File: src/verilog/tamlb_map.svh
// register offsets, reset values, field widths and limits of the alarm limit bank
`ifndef TAMLB_MAP_SVH
`define TAMLB_MAP_SVH

// ------------------------------------------------------------
// command bytes
// ------------------------------------------------------------
`define TAMLB_CMD_MASK3      8'h0e
`define TAMLB_CMD_LOCAL      8'h40
`define TAMLB_CMD_R1_A1      8'h41
`define TAMLB_CMD_R2_A1      8'h42
`define TAMLB_CMD_R3         8'h43
`define TAMLB_CMD_R4         8'h44
`define TAMLB_CMD_R1_A23     8'h49
`define TAMLB_CMD_R2_A23     8'h4a

// ------------------------------------------------------------
// reset values
// ------------------------------------------------------------
`define TAMLB_RST_MASK3      5'h07
`define TAMLB_RST_LOCAL      7'h55
`define TAMLB_RST_R_A1       8'h6e
`define TAMLB_RST_R_SHARED   8'h55
`define TAMLB_RST_R_A23      8'h55
`define TAMLB_RST_ALARM_N    1'h1

// ------------------------------------------------------------
// field widths and masks
// ------------------------------------------------------------
`define TAMLB_MASK3_W        5
`define TAMLB_LOCAL_W        7
`define TAMLB_KEEP_MASK3     8'h1f
`define TAMLB_KEEP_LOCAL     8'h7f
`define TAMLB_KEEP_FULL      8'hff
`define TAMLB_KEEP_NONE      8'h00
`define TAMLB_HYST_W         6
`define TAMLB_HYST_MAX       6'h20

// ------------------------------------------------------------
// channel index, also the mask bit position
// ------------------------------------------------------------
`define TAMLB_CH_LOCAL       0
`define TAMLB_CH_R1          1
`define TAMLB_CH_R2          2
`define TAMLB_CH_R3          3
`define TAMLB_CH_R4          4
`define TAMLB_NCH            5

`endif

File: src/verilog/tamlb_pkg.sv
// types and decode helpers of the alarm limit bank
`include "tamlb_map.svh"
package tamlb_pkg;

  // ------------------------------------------------------------
  // types
  // ------------------------------------------------------------
  typedef logic [7:0]              tamlb_byte_type;
  typedef logic [`TAMLB_NCH-1:0]   tamlb_chan_vec_type;

  // ------------------------------------------------------------
  // writable bits for a command byte; zero marks an unmapped command
  // ------------------------------------------------------------
  function automatic tamlb_byte_type tamlb_wr_keep(input tamlb_byte_type cmd);
    tamlb_byte_type keep;
    keep = `TAMLB_KEEP_NONE;
    case (cmd)
      `TAMLB_CMD_MASK3: keep = `TAMLB_KEEP_MASK3;
      `TAMLB_CMD_LOCAL: keep = `TAMLB_KEEP_LOCAL;
      `TAMLB_CMD_R1_A1, `TAMLB_CMD_R2_A1, `TAMLB_CMD_R3, `TAMLB_CMD_R4,
      `TAMLB_CMD_R1_A23, `TAMLB_CMD_R2_A23: keep = `TAMLB_KEEP_FULL;
      default: keep = `TAMLB_KEEP_NONE;
    endcase
    return keep;
  endfunction : tamlb_wr_keep

endpackage : tamlb_pkg

File: src/verilog/tamlb_limit_bank.sv
// limit and third-alarm mask register bank with channel comparison
`timescale 1ns/1ps
`include "tamlb_map.svh"
module tamlb_limit_bank
  import tamlb_pkg::*;
(
  // clock and reset
  input  wire logic                     sys_clk,
  input  wire logic                     rst,
  // command-byte register port
  input  wire logic [7:0]               reg_cmd,
  input  wire logic                     reg_wr_en,
  input  wire logic [7:0]               reg_wr_data,
  input  wire logic                     reg_rd_en,
  output logic [7:0]                    reg_rd_data,
  output logic                          reg_rd_valid,
  // channel temperatures, whole degrees, sys_clk domain
  input  wire logic [7:0]               local_temp,
  input  wire logic [7:0]               remote1_temp,
  input  wire logic [7:0]               remote2_temp,
  input  wire logic [7:0]               remote3_temp,
  input  wire logic [7:0]               remote4_temp,
  input  wire logic [`TAMLB_HYST_W-1:0] hyst_deg,
  // channel events and alarm pin
  output tamlb_chan_vec_type            alarm1_event,
  output tamlb_chan_vec_type            alarm23_event,
  output logic                          third_crit_alarm_out_n
);

  // ------------------------------------------------------------
  // registers
  // ------------------------------------------------------------
  logic [`TAMLB_MASK3_W-1:0] mask3_q;
  logic [`TAMLB_LOCAL_W-1:0] local_lim_q;
  logic [7:0]                r1_a1_q;
  logic [7:0]                r2_a1_q;
  logic [7:0]                r3_q;
  logic [7:0]                r4_q;
  logic [7:0]                r1_a23_q;
  logic [7:0]                r2_a23_q;
  tamlb_byte_type            wr_keep;
  tamlb_byte_type            rd_d;
  logic                      local_alarm_block;
  logic                      remote1_alarm_block;
  logic                      remote2_alarm_block;
  logic                      remote3_alarm_block;
  logic                      remote4_alarm_block;
  tamlb_chan_vec_type        block_vec;
  logic [`TAMLB_HYST_W-1:0]  hyst_eff;
  logic [7:0]                temp_arr   [`TAMLB_NCH];
  logic [7:0]                lim_a1_arr [`TAMLB_NCH];
  logic [7:0]                lim_a23_arr[`TAMLB_NCH];

  assign wr_keep = tamlb_wr_keep(reg_cmd);

  // mask register; only the five channel bits are stored
  always_ff @(posedge sys_clk)
  begin
    if (rst)
      mask3_q <= `TAMLB_RST_MASK3;
    else if (reg_wr_en && reg_cmd == `TAMLB_CMD_MASK3)
      mask3_q <= reg_wr_data[`TAMLB_MASK3_W-1:0];
  end

  // limit registers
  always_ff @(posedge sys_clk)
  begin
    if (rst)
    begin
      local_lim_q <= `TAMLB_RST_LOCAL;
      r1_a1_q     <= `TAMLB_RST_R_A1;
      r2_a1_q     <= `TAMLB_RST_R_A1;
      r3_q        <= `TAMLB_RST_R_SHARED;
      r4_q        <= `TAMLB_RST_R_SHARED;
      r1_a23_q    <= `TAMLB_RST_R_A23;
      r2_a23_q    <= `TAMLB_RST_R_A23;
    end
    else if (reg_wr_en)
    begin
      case (reg_cmd)
        `TAMLB_CMD_LOCAL:  local_lim_q <= reg_wr_data[`TAMLB_LOCAL_W-1:0];
        `TAMLB_CMD_R1_A1:  r1_a1_q     <= reg_wr_data;
        `TAMLB_CMD_R2_A1:  r2_a1_q     <= reg_wr_data;
        `TAMLB_CMD_R3:     r3_q        <= reg_wr_data;
        `TAMLB_CMD_R4:     r4_q        <= reg_wr_data;
        `TAMLB_CMD_R1_A23: r1_a23_q    <= reg_wr_data;
        `TAMLB_CMD_R2_A23: r2_a23_q    <= reg_wr_data;
        default:           ;
      endcase
    end
  end

  // ------------------------------------------------------------
  // read path
  // ------------------------------------------------------------
  // a read in the same cycle as a write to the same byte sees the old value
  always_comb
  begin
    case (reg_cmd)
      `TAMLB_CMD_MASK3:  rd_d = {3'h0, mask3_q};
      `TAMLB_CMD_LOCAL:  rd_d = {1'h0, local_lim_q};
      `TAMLB_CMD_R1_A1:  rd_d = r1_a1_q;
      `TAMLB_CMD_R2_A1:  rd_d = r2_a1_q;
      `TAMLB_CMD_R3:     rd_d = r3_q;
      `TAMLB_CMD_R4:     rd_d = r4_q;
      `TAMLB_CMD_R1_A23: rd_d = r1_a23_q;
      `TAMLB_CMD_R2_A23: rd_d = r2_a23_q;
      default:           rd_d = 8'h00;
    endcase
  end

  always_ff @(posedge sys_clk)
  begin
    if (rst)
    begin
      reg_rd_data  <= 8'h00;
      reg_rd_valid <= 1'b0;
    end
    else
    begin
      reg_rd_valid <= reg_rd_en;
      if (reg_rd_en)
        reg_rd_data <= rd_d & ((wr_keep == `TAMLB_KEEP_NONE) ? 8'h00 : 8'hff);
    end
  end

  // ------------------------------------------------------------
  // channel routing
  // ------------------------------------------------------------
  assign local_alarm_block   = mask3_q[`TAMLB_CH_LOCAL];
  assign remote1_alarm_block = mask3_q[`TAMLB_CH_R1];
  assign remote2_alarm_block = mask3_q[`TAMLB_CH_R2];
  assign remote3_alarm_block = mask3_q[`TAMLB_CH_R3];
  assign remote4_alarm_block = mask3_q[`TAMLB_CH_R4];
  assign block_vec = {remote4_alarm_block, remote3_alarm_block, remote2_alarm_block,
                      remote1_alarm_block, local_alarm_block};

  // hysteresis range tops out at 32 degrees
  assign hyst_eff = (hyst_deg > `TAMLB_HYST_MAX) ? `TAMLB_HYST_MAX : hyst_deg;

  always_comb
  begin
    temp_arr[`TAMLB_CH_LOCAL]    = local_temp;
    temp_arr[`TAMLB_CH_R1]       = remote1_temp;
    temp_arr[`TAMLB_CH_R2]       = remote2_temp;
    temp_arr[`TAMLB_CH_R3]       = remote3_temp;
    temp_arr[`TAMLB_CH_R4]       = remote4_temp;
    lim_a1_arr[`TAMLB_CH_LOCAL]  = {1'h0, local_lim_q};
    lim_a1_arr[`TAMLB_CH_R1]     = r1_a1_q;
    lim_a1_arr[`TAMLB_CH_R2]     = r2_a1_q;
    lim_a1_arr[`TAMLB_CH_R3]     = r3_q;
    lim_a1_arr[`TAMLB_CH_R4]     = r4_q;
    lim_a23_arr[`TAMLB_CH_LOCAL] = {1'h0, local_lim_q};
    lim_a23_arr[`TAMLB_CH_R1]    = r1_a23_q;
    lim_a23_arr[`TAMLB_CH_R2]    = r2_a23_q;
    lim_a23_arr[`TAMLB_CH_R3]    = r3_q;
    lim_a23_arr[`TAMLB_CH_R4]    = r4_q;
  end

  // shared-limit channels get two comparators on purpose: it keeps one
  // uniform structure at the cost of a few flops
  for (genvar ch = 0; ch < `TAMLB_NCH; ch++)
  begin : g_chan
    tamlb_chan_cmp u_cmp_a1 (
      .sys_clk (sys_clk),
      .rst     (rst),
      .temp    (temp_arr[ch]),
      .limit   (lim_a1_arr[ch]),
      .hyst    (hyst_eff),
      .event_q (alarm1_event[ch])
    );
    tamlb_chan_cmp u_cmp_a23 (
      .sys_clk (sys_clk),
      .rst     (rst),
      .temp    (temp_arr[ch]),
      .limit   (lim_a23_arr[ch]),
      .hyst    (hyst_eff),
      .event_q (alarm23_event[ch])
    );
  end

  tamlb_alarm_gate u_gate (
    .sys_clk   (sys_clk),
    .rst       (rst),
    .events    (alarm23_event),
    .block     (block_vec),
    .alarm_n_q (third_crit_alarm_out_n)
  );

  // ------------------------------------------------------------
  // checks
  // ------------------------------------------------------------
  a_mask_reset: assert property (
    @(posedge sys_clk) disable iff (rst)
    $fell(rst) |-> mask3_q == `TAMLB_RST_MASK3)
    else $error("mask register reset value wrong");

  a_limits_reset: assert property (
    @(posedge sys_clk) disable iff (rst)
    $fell(rst) |-> local_lim_q == `TAMLB_RST_LOCAL && r1_a1_q == `TAMLB_RST_R_A1
      && r2_a1_q == `TAMLB_RST_R_A1 && r3_q == `TAMLB_RST_R_SHARED
      && r4_q == `TAMLB_RST_R_SHARED && r1_a23_q == `TAMLB_RST_R_A23
      && r2_a23_q == `TAMLB_RST_R_A23)
    else $error("limit register reset value wrong");

  a_mask_resv_zero: assert property (
    @(posedge sys_clk) disable iff (rst)
    reg_rd_en && reg_cmd == `TAMLB_CMD_MASK3 |=> reg_rd_valid && reg_rd_data[7:5] == 3'h0)
    else $error("mask reserved bits read nonzero");

  a_local_msb_zero: assert property (
    @(posedge sys_clk) disable iff (rst)
    reg_rd_en && reg_cmd == `TAMLB_CMD_LOCAL |=> reg_rd_valid && !reg_rd_data[7])
    else $error("local limit bit 7 read nonzero");

  // a host leaves at least one idle cycle between a write and its readback
  a_resv_write_drop: assert property (
    @(posedge sys_clk) disable iff (rst)
    reg_wr_en && reg_cmd == `TAMLB_CMD_LOCAL ##1 !reg_wr_en
      ##1 reg_rd_en && !reg_wr_en && reg_cmd == `TAMLB_CMD_LOCAL
      |=> reg_rd_data == ($past(reg_wr_data, 3) & `TAMLB_KEEP_LOCAL))
    else $error("local limit write did not keep low seven bits");

  a_remote_readback: assert property (
    @(posedge sys_clk) disable iff (rst)
    reg_wr_en && reg_cmd == `TAMLB_CMD_R3 ##1 !reg_wr_en
      ##1 reg_rd_en && !reg_wr_en && reg_cmd == `TAMLB_CMD_R3
      |=> reg_rd_data == $past(reg_wr_data, 3))
    else $error("remote limit readback mismatch");

  a_unmapped_zero: assert property (
    @(posedge sys_clk) disable iff (rst)
    reg_rd_en && tamlb_wr_keep(reg_cmd) == `TAMLB_KEEP_NONE |=> reg_rd_data == 8'h00)
    else $error("unmapped command read nonzero");

  a_r4_blocked: assert property (
    @(posedge sys_clk) disable iff (rst)
    remote4_alarm_block && alarm23_event == 5'h10 |=> third_crit_alarm_out_n)
    else $error("masked remote four reached alarm");

  a_r3_blocked: assert property (
    @(posedge sys_clk) disable iff (rst)
    remote3_alarm_block && alarm23_event == 5'h08 |=> third_crit_alarm_out_n)
    else $error("masked remote three reached alarm");

  a_r2_passes: assert property (
    @(posedge sys_clk) disable iff (rst)
    !remote2_alarm_block && alarm23_event[`TAMLB_CH_R2] |=> !third_crit_alarm_out_n)
    else $error("unmasked remote two did not reach alarm");

  a_r1_passes: assert property (
    @(posedge sys_clk) disable iff (rst)
    !remote1_alarm_block && alarm23_event[`TAMLB_CH_R1] |=> !third_crit_alarm_out_n)
    else $error("unmasked remote one did not reach alarm");

  a_local_blocked: assert property (
    @(posedge sys_clk) disable iff (rst)
    local_alarm_block && alarm23_event == 5'h01 |=> third_crit_alarm_out_n)
    else $error("masked local channel reached alarm");

  a_r1_a1_limit: assert property (
    @(posedge sys_clk) disable iff (rst)
    remote1_temp > r1_a1_q |=> alarm1_event[`TAMLB_CH_R1])
    else $error("remote one first-alarm event missed");

  a_r2_a23_limit: assert property (
    @(posedge sys_clk) disable iff (rst)
    remote2_temp > r2_a23_q |=> alarm23_event[`TAMLB_CH_R2])
    else $error("remote two alarm two/three event missed");

  a_r2_a1_limit: assert property (
    @(posedge sys_clk) disable iff (rst)
    remote2_temp > r2_a1_q |=> alarm1_event[`TAMLB_CH_R2])
    else $error("remote two first-alarm event missed");

  a_r1_a23_limit: assert property (
    @(posedge sys_clk) disable iff (rst)
    remote1_temp > r1_a23_q |=> alarm23_event[`TAMLB_CH_R1])
    else $error("remote one alarm two/three event missed");

  a_shared_same: assert property (
    @(posedge sys_clk) disable iff (rst)
    alarm1_event[`TAMLB_CH_R3] == alarm23_event[`TAMLB_CH_R3]
      && alarm1_event[`TAMLB_CH_R4] == alarm23_event[`TAMLB_CH_R4])
    else $error("shared limit channels disagree");

endmodule : tamlb_limit_bank

File: src/verilog/tamlb_chan_cmp.sv
// one channel limit comparison with hysteresis on falling temperature
`timescale 1ns/1ps
`include "tamlb_map.svh"
module tamlb_chan_cmp
  import tamlb_pkg::*;
(
  // clock and reset
  input  wire logic                     sys_clk,
  input  wire logic                     rst,
  // comparison inputs
  input  wire logic [7:0]               temp,
  input  wire logic [7:0]               limit,
  input  wire logic [`TAMLB_HYST_W-1:0] hyst,
  // error event
  output logic                          event_q
);

  logic over;
  logic under;

  // ------------------------------------------------------------
  // compare
  // ------------------------------------------------------------
  // adding hysteresis to temp avoids an underflow of limit - hyst
  always_comb
  begin
    over  = temp > limit;
    under = (9'({1'b0, temp}) + 9'(hyst)) <= 9'({1'b0, limit});
  end

  always_ff @(posedge sys_clk)
  begin
    if (rst)
      event_q <= 1'b0;
    else if (over)
      event_q <= 1'b1;
    else if (under)
      event_q <= 1'b0;
  end

  // ------------------------------------------------------------
  // checks
  // ------------------------------------------------------------
  a_event_rises: assert property (
    @(posedge sys_clk) disable iff (rst)
    temp > limit |=> event_q)
    else $error("event not raised above limit");

  a_hyst_holds: assert property (
    @(posedge sys_clk) disable iff (rst)
    event_q && (9'({1'b0, temp}) + 9'(hyst)) > 9'({1'b0, limit}) |=> event_q)
    else $error("event dropped inside hysteresis band");

  a_event_clears: assert property (
    @(posedge sys_clk) disable iff (rst)
    (9'({1'b0, temp}) + 9'(hyst)) <= 9'({1'b0, limit}) |=> !event_q)
    else $error("event kept below hysteresis point");

endmodule : tamlb_chan_cmp

File: src/verilog/tamlb_alarm_gate.sv
// mask gating of channel events onto the active-low third alarm pin
`timescale 1ns/1ps
`include "tamlb_map.svh"
module tamlb_alarm_gate
  import tamlb_pkg::*;
(
  // clock and reset
  input  wire logic                sys_clk,
  input  wire logic                rst,
  // events and block bits
  input  wire tamlb_chan_vec_type  events,
  input  wire tamlb_chan_vec_type  block,
  // alarm pin, low while active
  output logic                     alarm_n_q
);

  // ------------------------------------------------------------
  // gate
  // ------------------------------------------------------------
  always_ff @(posedge sys_clk)
  begin
    if (rst)
      alarm_n_q <= `TAMLB_RST_ALARM_N;
    else
      alarm_n_q <= ~|(events & ~block);
  end

  // ------------------------------------------------------------
  // checks
  // ------------------------------------------------------------
  a_gate_passes: assert property (
    @(posedge sys_clk) disable iff (rst)
    |(events & ~block) |=> !alarm_n_q)
    else $error("unmasked event did not assert alarm");

  a_gate_idle: assert property (
    @(posedge sys_clk) disable iff (rst)
    (events & ~block) == '0 |=> alarm_n_q)
    else $error("alarm active with no unmasked event");

endmodule : tamlb_alarm_gate

File: config.mk
export PLATFORM = sky130hd
export DESIGN_NAME = tamlb_limit_bank
export DESIGN_NICKNAME = d
export VERILOG_FILES = /design/src/verilog/tamlb_pkg.sv /design/src/verilog/tamlb_limit_bank.sv /design/src/verilog/tamlb_chan_cmp.sv /design/src/verilog/tamlb_alarm_gate.sv
export VERILOG_INCLUDE_DIRS = /design/src /design/src/verilog
export SDC_FILE = /design/constraint.sdc
export NUM_CORES = 1
export LEC_CHECK = 0
export ABC_AREA = 1
export BUFFER_PORTS_ARGS = -buffer_cell sky130_fd_sc_hd__buf_2
export CAP_MARGIN = 20
export CELL_PAD_IN_SITES_DETAIL_PLACEMENT = 0
export CELL_PAD_IN_SITES_GLOBAL_PLACEMENT = 1
export CORE_AREA = 4 4 150 116
export CTS_CLUSTER_DIAMETER = 120
export CTS_CLUSTER_SIZE = 40
export DETAILED_ROUTE_END_ITERATION = 12
export DIE_AREA = 0 0 154 120
export PLACE_DENSITY_LB_ADDON = 0.15
export SETUP_SLACK_MARGIN = 0.05
export SYNTH_ARGS = -nofsm -noshare
export SYNTH_HDL_FRONTEND = slang
export SYNTH_SLANG_ARGS = --single-unit
File: constraint.sdc
create_clock -name sys_clk -period 4.6 [get_ports sys_clk]
set_clock_uncertainty 0.05 [all_clocks]
set_input_delay 0.46 -clock sys_clk [delete_from_list [all_inputs] [get_ports sys_clk]]
set_output_delay 0.46 -clock sys_clk [all_outputs]
set_load 0.02 [all_outputs]
==> out/metrics.yaml, run 1 <==
setup_path:
  crit_family: "simple AND/OR/NAND/NOR gates"
  r2r_slack_ns: 2.86
  arrival_ns: 3.50
  crit_slowest_cell: "nor2_1"
  criticalPathCategory: "input pin to flop"
  path_cells: "buf_2 > nor2_1 > ha_1 > nand4_1 > nand2_1 > inv_1 > nand2_1 > xor2_1 > ha_1 > nand2_1 > nor2_1 > nand2_1 > nand3_1 > nand2_1 > nand2_1 > nand2_1 > nand2_1 > nand2_1 > nand3_1 > nand2_1 > a21oi_1"
  worst_path_largest_cell_delay_ns: 0.71
  cpMostUsedCell: "nand2_1"
  path_buf_inv: 2
  cp-start-kind: "input pin"
  endpoint_kind: "flop"
  cp_max_fo: 10
  crit_required_ns: 4.82
timing:
  rsz0062_at_grt: "false"
  report.final.setup_viol: 0
  fin_crit_sh_pct: 71.3
  hold_viol: 0
  fmax_mhz: 305
  worst_pin_slew_ns: 0.981
  setup_tns_ns: 0
  drv_slew: 0
  maxSlewHeadroom_pct: 34.5
  fin_crit_ns: 3.28
placed_design:
  place_congestion: 0.917
  hpwl_um: 18200
  io_buffers: 85
cells_and_area:
  antenna_cells: 0
  nets: 1331
  n_fill_cell: 1628
  multiInputGateArea_um2: 5000
  synthToLayoutAreaGrowth_pct: 12.4
  drive_gt1_share_pct: 11.8
  regArea_um2: 1540
  fin_util_pct: 51.9
synth:
  synthCells: 1050
  yosysTopAreaCellShare_pct: 23.1
  synth.avg_cell_area_um2: 6.98
  synthArstFlopShare_pct: 0
  synthFlopType: "dfxtp_1"
  yosys.cell_types.count: 44
  syn-num-nets: 1256
  syn_area_um2: 7330
  synth_seq_cells: 77
  synth_commonest_cells: "nand2_1, inv_1, ha_1"
  yosysWarnings: 0
  synth_edf_count: 0
  synth_area_leaders: "ha_1, dfxtp_1, nand2_1"
  synth_seq_area_share_pct: 21.0
  yosysMostFrequentCell: "nand2_1"
  synth_top_area_cell: "ha_1"
route:
  remaining_drc_errors: 0
  ant_nets: 0
  dr_total_vias: 7057
  drt_iter0_markers: 540
  routedWlPerCell_um: 17.0
  routed_wl_um: 22800
  viasPerCell: 5.27
  firstDrtPassIters: 5
die:
  dieArea_um2: 18500
  start_util_pct: 46.2
  io_pins: 86
  core_um2: 15900
  dieWidth_um: 154
  fp-row-count: 40
  die-height_um: 120
global_route:
  grtUsageMet1_pct: 38.3
  antenna_found_initial: 0
  track_usage_pct: 24.6
  grt_util_met3_pct: 3.93
  grt.met2_usage_pct: 35.8
  grt.busiest_layer: "met1"
  grt-ovfl-total: 0
  grt_pass1_vias: 6474
  grt_pass1_wl_um: 35600
  grt_max_degree: 43
pwr:
  p_total_uw: 2070
  p_leak_uw: 0.00439
  powerDensity_nw_per_um2: 251
  ir_worst_vdd_v: 0.000185
clocking:
  cts_sinks: 77
  clkLatencyLatePin_ns: 0.35
  cts_buffer_depth: 2
  cts_tree: "yes"
  cts-hold-fix-buffers: 0
  post_cts_buffers: 0
  clk_pin_slew_ns: 0.06
  htree_num_levels: 3
  cts_root_buf: "clkbuf_16"
  cts_made_buffers: 9
  cts.repair.resized: 0
status:
  status: "finished clean"
flow_run:
  cap_viol_max_count: 0
min_path:
  hold_class: "flop to flop"
## cells by family (layout without fill, tap and decap cells)
kind of cell,Yosys count,after routing,share of synthesized area (%)
AOI/OAI and AO/OA,255,255,19.2
xor gates and xnor gates,22,22,2.63
adders and majority gates,140,140,24.4
buffers and inverters,197,277,10.8
DFF,77,77,21.0
and+or+nand+nor,359,359,21.9
## flip-flops by register name, summed over array words and instances (netlist names)
| signal | flops |
|---|---|
| local_lim_q | 7 |
| r2_a1_q | 8 |
| block_vec | 5 |
| r3_q | 8 |
| u_gate.alarm_n_q | 1 |
| r4_q | 8 |
| g_chan.u_cmp_a23.event_q | 3 |
| r1_a23_q | 8 |
| reg_rd_valid | 1 |
| g_chan.u_cmp_a1.event_q | 4 |
| r1_a1_q | 8 |
| reg_rd_data | 8 |
| r2_a23_q | 8 |
## worst min-delay path, delay by kind of cell (launching register included)
| family | cells | cell delay [ns] |
|---|---|---|
| flip-flops | 1 | 0.31 |
| AND/OR/NAND/NOR | 1 | 0.06 |
| AO/OA/AOI/OAI | 1 | 0.05 |
## metal layers
layer  vias to the layer above  wire [um]
li1                       3683          -
met1                      3114      11900
met2                       243       9060
met3                        17       1570
met4                         0        210
met5                         -          0
## power breakdown
| part | internal, uW | switching [uW] | leakage, uW | total [uW] |
|---|---|---|---|---|
| Combinational | 209 | 335 | 0.00361 | 544 |
| Clock | 531 | 308 | 0.000163 | 839 |
| Sequential | 675 | 8.69 | 0.000624 | 684 |
## cells in the final DEF, fill, tap and decap left out, types with 5 or more instances in the layout
cell type and n:
buf_2 85, nand3_2 8, xor2_1 16, xnor2_1 6, nand3b_1 5, inv_1 172
nor3_1 7, clkbuf_16 9, dfxtp_1 77, ha_1 135, or3_1 7, nand4_1 13
fa_1 5, nand3_1 50, o211ai_1 9, nor2_1 41, nor2_2 6, nand2_1 209
o22ai_1 22, o21ai_0 71, a21oi_1 128, nand2_2 8
## stage by stage
step	setup slack, ns	cell area [um^2]	std cells	hold WS (ns)
global placement	1.04	7900	1324	0.399
global route	1.05	8240	1340	0.423
finish	1.32	8240	1340	0.414
floorplan	1.34	7330	1050	0.390
CTS	1.37	8240	1340	0.409
detailed placement	1.02	7900	1324	0.404
## worst paths after layout
check                       from                           to  cells after the start
setup / recovery     hyst_deg[5]  g_chan[2].u_cmp_a23.event_q                     21
hold / removal    reg_rd_data[7]               reg_rd_data[7]                      2
setup reg to reg      r2_a1_q[4]   g_chan[2].u_cmp_a1.event_q                     10
hold reg to reg   reg_rd_data[7]               reg_rd_data[7]                      2
## final cells by class
class	count	share of cell area, %
Tap cell	210	3.19
Inverter	173	7.88
Clock buffer	10	2.78
Sequential cell	77	18.7
Clock inverter	6	1.35
Timing Repair Buffer	88	5.44
Multi-Input combinational cell	776	60.6
Power figures use the tool's default switching activity.
==> run 2: changes to the inputs <==
- CORE_AREA: 4 4 150 116 -> 4 4 156 121
- DIE_AREA: 0 0 154 120 -> 0 0 160 125
- clock period: 4.6 -> 3.2 ns (I/O delays scaled with it)
==> out/metrics.yaml, run 2 (same netlist as run 1, synthesis figures left out) <==
die:
  dieWidth_um: 160
  io_pins: 86
  start_util_pct: 42.3
  core_um2: 17300
  fp-row-count: 42
  die-height_um: 125
  dieArea_um2: 20000
clocking:
  htree_num_levels: 3
  clkLatencyLatePin_ns: 0.34
  cts.repair.resized: 0
  cts_sinks: 77
  cts_root_buf: "clkbuf_16"
  cts_tree: "yes"
  cts_buffer_depth: 2
  clk_pin_slew_ns: 0.06
  cts-hold-fix-buffers: 0
  cts_made_buffers: 9
  post_cts_buffers: 0
pwr:
  p_leak_uw: 0.00446
  ir_worst_vdd_v: 0.000301
  powerDensity_nw_per_um2: 349
  p_total_uw: 2910
timing:
  fin_crit_ns: 2.89
  fin_crit_sh_pct: 90.2
  setup_tns_ns: 0
  drv_slew: 0
  whs_ns: 0.285
  maxSlewHeadroom_pct: 33.4
  worst_pin_slew_ns: 0.999
  report.final.setup_viol: 0
  hold_viol: 0
  fmax_mhz: 346
  rsz0062_at_grt: "false"
cells_and_area:
  fin_util_pct: 48.1
  final_cell_mix: "nand2_1, inv_1, ha_1"
  drive_gt1_share_pct: 12.9
  antenna_cells: 0
  nets: 1345
  final_common_cell: "nand2_1"
  synthToLayoutAreaGrowth_pct: 13.8
  layout.cells.non_filler: 1363
global_route:
  grt_pass1_vias: 6426
  grtUsageMet1_pct: 36.3
  grt.busiest_layer: "met1"
  grt.met2_usage_pct: 33.2
  track_usage_pct: 23.2
  grt_max_degree: 43
  antenna_found_initial: 0
  grt_pass1_wl_um: 36700
  grt_util_met3_pct: 5.03
  grt-ovfl-total: 0
setup_path:
  worst-path-stages: 21
  arrival_ns: 3.04
  path_buf_inv: 3
  cp_max_fo: 5
  crit_slowest_cell: "or3_1"
  worst_path_largest_cell_delay_ns: 0.35
  criticalPathCategory: "input pin to flop"
  crit-reg2reg-capture: "g_chan[2].u_cmp_a1.event_q"
  crit_required_ns: 3.35
  r2r_slack_ns: 1.49
  critPathCapture: "g_chan[4].u_cmp_a23.event_q"
  regToRegStartpoint: "r2_a1_q[4]"
  crit_family: "simple AND/OR/NAND/NOR gates"
  endpoint_kind: "flop"
  path_cells: "buf_2 > nor2_2 > nand3_2 > a21boi_0 > buf_4 > ha_1 > fa_1 > nand3_2 > a21boi_2 > nand3_1 > nand2_1 > nand2_1 > nand2_1 > inv_1 > ha_1 > nand2_1 > or3_1 > nand2_1 > nand3_1 > nand2_1 > a21oi_1"
  r2r_cells: 10
  cp-start-kind: "input pin"
  cpMostUsedCell: "nand2_1"
  crit_start: "hyst_deg[2]"
placed_design:
  place_congestion: 0.863
  io_buffers: 85
  hpwl_um: 19000
  placed_cells_incl_taps: 1348
flow_run:
  cap_viol_max_count: 0
min_path:
  hold_class: "input pin to flop"
route:
  drt_iter0_markers: 511
  firstDrtPassIters: 7
  routedWlPerCell_um: 17.4
  viasPerCell: 5.20
  routed_wl_um: 23700
  ant_nets: 0
  remaining_drc_errors: 0
  dr_total_vias: 7088
status:
  status: "finished clean"
run 2: metrics by stage:
stage | worst slack, ns | area [um^2]
floorplan | 0.0813 | 7330
global placement | -0.00901 | 8020
CTS | 0.322 | 8340
detailed placement | -0.0151 | 8020
global route | 0.0535 | 8340
finish | 0.314 | 8340
run 2: cell type report:
type | count | area, um^2
clock buffer | 10 | 239
clock inverter | 5 | 82.6
fill | 1825 | 9000
inverter | 173 | 649
multi-input combinational | 776 | 5000
sequential | 77 | 1540
tap | 220 | 275
timing repair buffer | 102 | 553
run 2: tightest hold or removal path: cells and delay by family:
kind,cells,cell delay (ns)
compound gates,1,0.05
simple gates,1,0.09
buf+inv,1,0.17
run 2: report_power, final:
part / internal, uW / switching (uW) / total (uW)
registers: 971 / 12.3 / 983
logic: 312 / 491 / 802
clock network: 703 / 419 / 1120
total: 1990 / 922 / 2910
run 2: per-layer routing:
metal	wire, um	part of all wire, %
met3	2060	8.7
met4	155	0.65
met2	9330	39
met1	12100	51
met5	0	0
run 2: how the worst min path moves through the flow:
stage | from | endpoint | depth (start not counted) | slack [ns]
after global routing | reg_rd_en | reg_rd_data[6] | 3 | 0.29
after CTS | reg_rd_en | reg_rd_data[6] | 3 | 0.27
after floorplan | g_chan[1].u_cmp_a1.event_q | g_chan[1].u_cmp_a1.event_q | 2 | 0.39
final | reg_rd_en | reg_rd_data[6] | 3 | 0.29
after global placement | reg_rd_data[2] | reg_rd_data[2] | 2 | 0.41
after detailed placement | g_chan[2].u_cmp_a1.event_q | g_chan[2].u_cmp_a1.event_q | 2 | 0.41
==> run 3: changes to the inputs <==
- CORE_AREA: 4 4 156 121 -> 4 4 164 126
- DIE_AREA: 0 0 160 125 -> 0 0 168 130
- clock period: 3.2 -> 2.39 ns (I/O delays scaled with it)
==> out/metrics.yaml, run 3 (same netlist as run 1, synthesis figures left out) <==
die:
  dieArea_um2: 21800
  io_pins: 86
  core_um2: 19100
  dieWidth_um: 168
  fp-row-count: 44
  die-height_um: 130
  start_util_pct: 38.4
timing:
  fin_crit_ns: 2.69
  drv_slew: 0
  fmax_mhz: 372
  fin_crit_sh_pct: 112
  report.final.setup_viol: 7
  worst_pin_slew_ns: 0.517
  rsz0062_at_grt: "true"
  whs_ns: 0.205
  maxSlewHeadroom_pct: 65.5
  hold_viol: 0
  setup_slack_ns: -0.297
route:
  ant_nets: 0
  firstDrtPassIters: 5
  routed_wl_um: 24300
  dr_total_vias: 7412
  viasPerCell: 5.01
  drt_iter0_markers: 432
  routedWlPerCell_um: 16.4
  remaining_drc_errors: 0
clocking:
  cts_root_buf: "clkbuf_16"
  cts_sinks: 77
  clkLatencyLatePin_ns: 0.34
  cts-hold-fix-buffers: 0
  clk_pin_slew_ns: 0.06
  cts_made_buffers: 9
  cts_buffer_depth: 2
  htree_num_levels: 3
  cts_tree: "yes"
global_route:
  grt_pass1_wl_um: 37300
  track_usage_pct: 21.9
  grt_max_degree: 36
  antenna_found_initial: 0
  grt-ovfl-total: 0
  grt_pass1_vias: 6742
cells_and_area:
  final_common_cell: "nand2_1"
  synthToLayoutAreaGrowth_pct: 28.8
  drive_gt1_share_pct: 23.2
  final_area_um2: 9440
  multiInputGateArea_um2: 5350
  regArea_um2: 1540
  fin_util_pct: 49.4
  nets: 1427
  antenna_cells: 0
  final_cell_mix: "nand2_1, inv_1, a21oi_1"
  n_fill_cell: 1942
status:
  violations: "setup timing"
  status: "finished, violations left"
pwr:
  powerDensity_nw_per_um2: 440
  p_leak_uw: 0.00490
  ir_worst_vdd_v: 0.000241
placed_design:
  io_buffers: 85
  placed_area_um2: 8670
  place_congestion: 0.904
  dp_slack_ns: -0.900
  hpwl_um: 19600
setup_path:
  worst_path_largest_cell_delay_ns: 0.35
  cp_max_fo: 3
  endpoint_kind: "flop"
  crit_slowest_cell: "or3_1"
  crit_required_ns: 2.54
  criticalPathCategory: "input pin to flop"
  path_cells: "buf_8 > nor2_4 > nand3_4 > a21boi_4 > buf_12 > ha_4 > fa_2 > nand3_2 > a21boi_2 > buf_4 > xor2_2 > ha_1 > nand2_2 > inv_2 > nand3_2 > or3_1 > nand2_1 > nand3_1 > nand2_1 > a21oi_1"
  arrival_ns: 2.84
  cp-start-kind: "input pin"
flow_run:
  cap_viol_max_count: 0
min_path:
  hold_class: "input pin to flop"
run 3: changes by cell type in the layout (fill, tap and decap cells not counted), sizes merged:
| cell | previous run | this run |
|---|---|---|
| clkinvlp | 0 | 1 |
| inv | 173 | 172 |
| buf | 102 | 184 |
| clkinv | 3 | 4 |
run 3: layout make-up:
class	instances	area share [%]
clock buffer	10	2.53
multi-input combinational	776	56.7
clock inverter	6	0.915
tap	253	3.35
timing repair buffer	184	13.3
sequential	77	16.3
inverter	173	6.88
run 3: where the power goes:
group | total (uW) | switching [uW] | internal [uW] | leakage [uW]
sequential | 1320 | 16.7 | 1300 | 0.000624
combinational | 1320 | 735 | 586 | 0.00412
clock | 1510 | 573 | 942 | 0.000158
run 3: repair_timing:
action	in CTS	in global routing
setup endpoints to repair	7	7
setup buffers	6	4
pin swaps	40	48
resized for setup	45	29
run 3: worst paths after layout:
kind	startpoint	end	slack [ns]	cells after the start
worst min register to register	reg_rd_data[2]	reg_rd_data[2]	0.42	2
worst min-delay path	reg_rd_en	reg_rd_data[4]	0.20	3
worst max-delay path	hyst_deg[0]	g_chan[3].u_cmp_a1.event_q	-0.30	20
worst max register to register	r1_a23_q[4]	g_chan[1].u_cmp_a23.event_q	0.71	14
run 3: layer usage:
metal	global-route usage [%]	routed length (um)
met1	32.9	12300
met3	3.15	1220
met4	4.48	320
met5	0	0
met2	33.6	10400
run 3: metrics by stage:
| step | power [uW] | setup TNS, ns | cells |
|---|---|---|---|
| after floorplan | 2090 | -1.81 | 1050 |
| after global placement | 2530 | -5.79 | 1453 |
| after detailed placement | 2540 | -5.72 | 1453 |
| after CTS | 4120 | -1.03 | 1475 |
| after global routing | 4400 | -2.31 | 1479 |
| final | 4150 | -1.13 | 1479 |
run 3: critical path: cells and delay by family:
kind                     cells  cell delay (ns)
buffers and inverters        4             0.47
AND/OR/NAND/NOR              9             0.94
adder cells (fa/ha/maj)      3             0.66
AO/OA/AOI/OAI                3             0.47
XOR/XNOR                     1             0.05
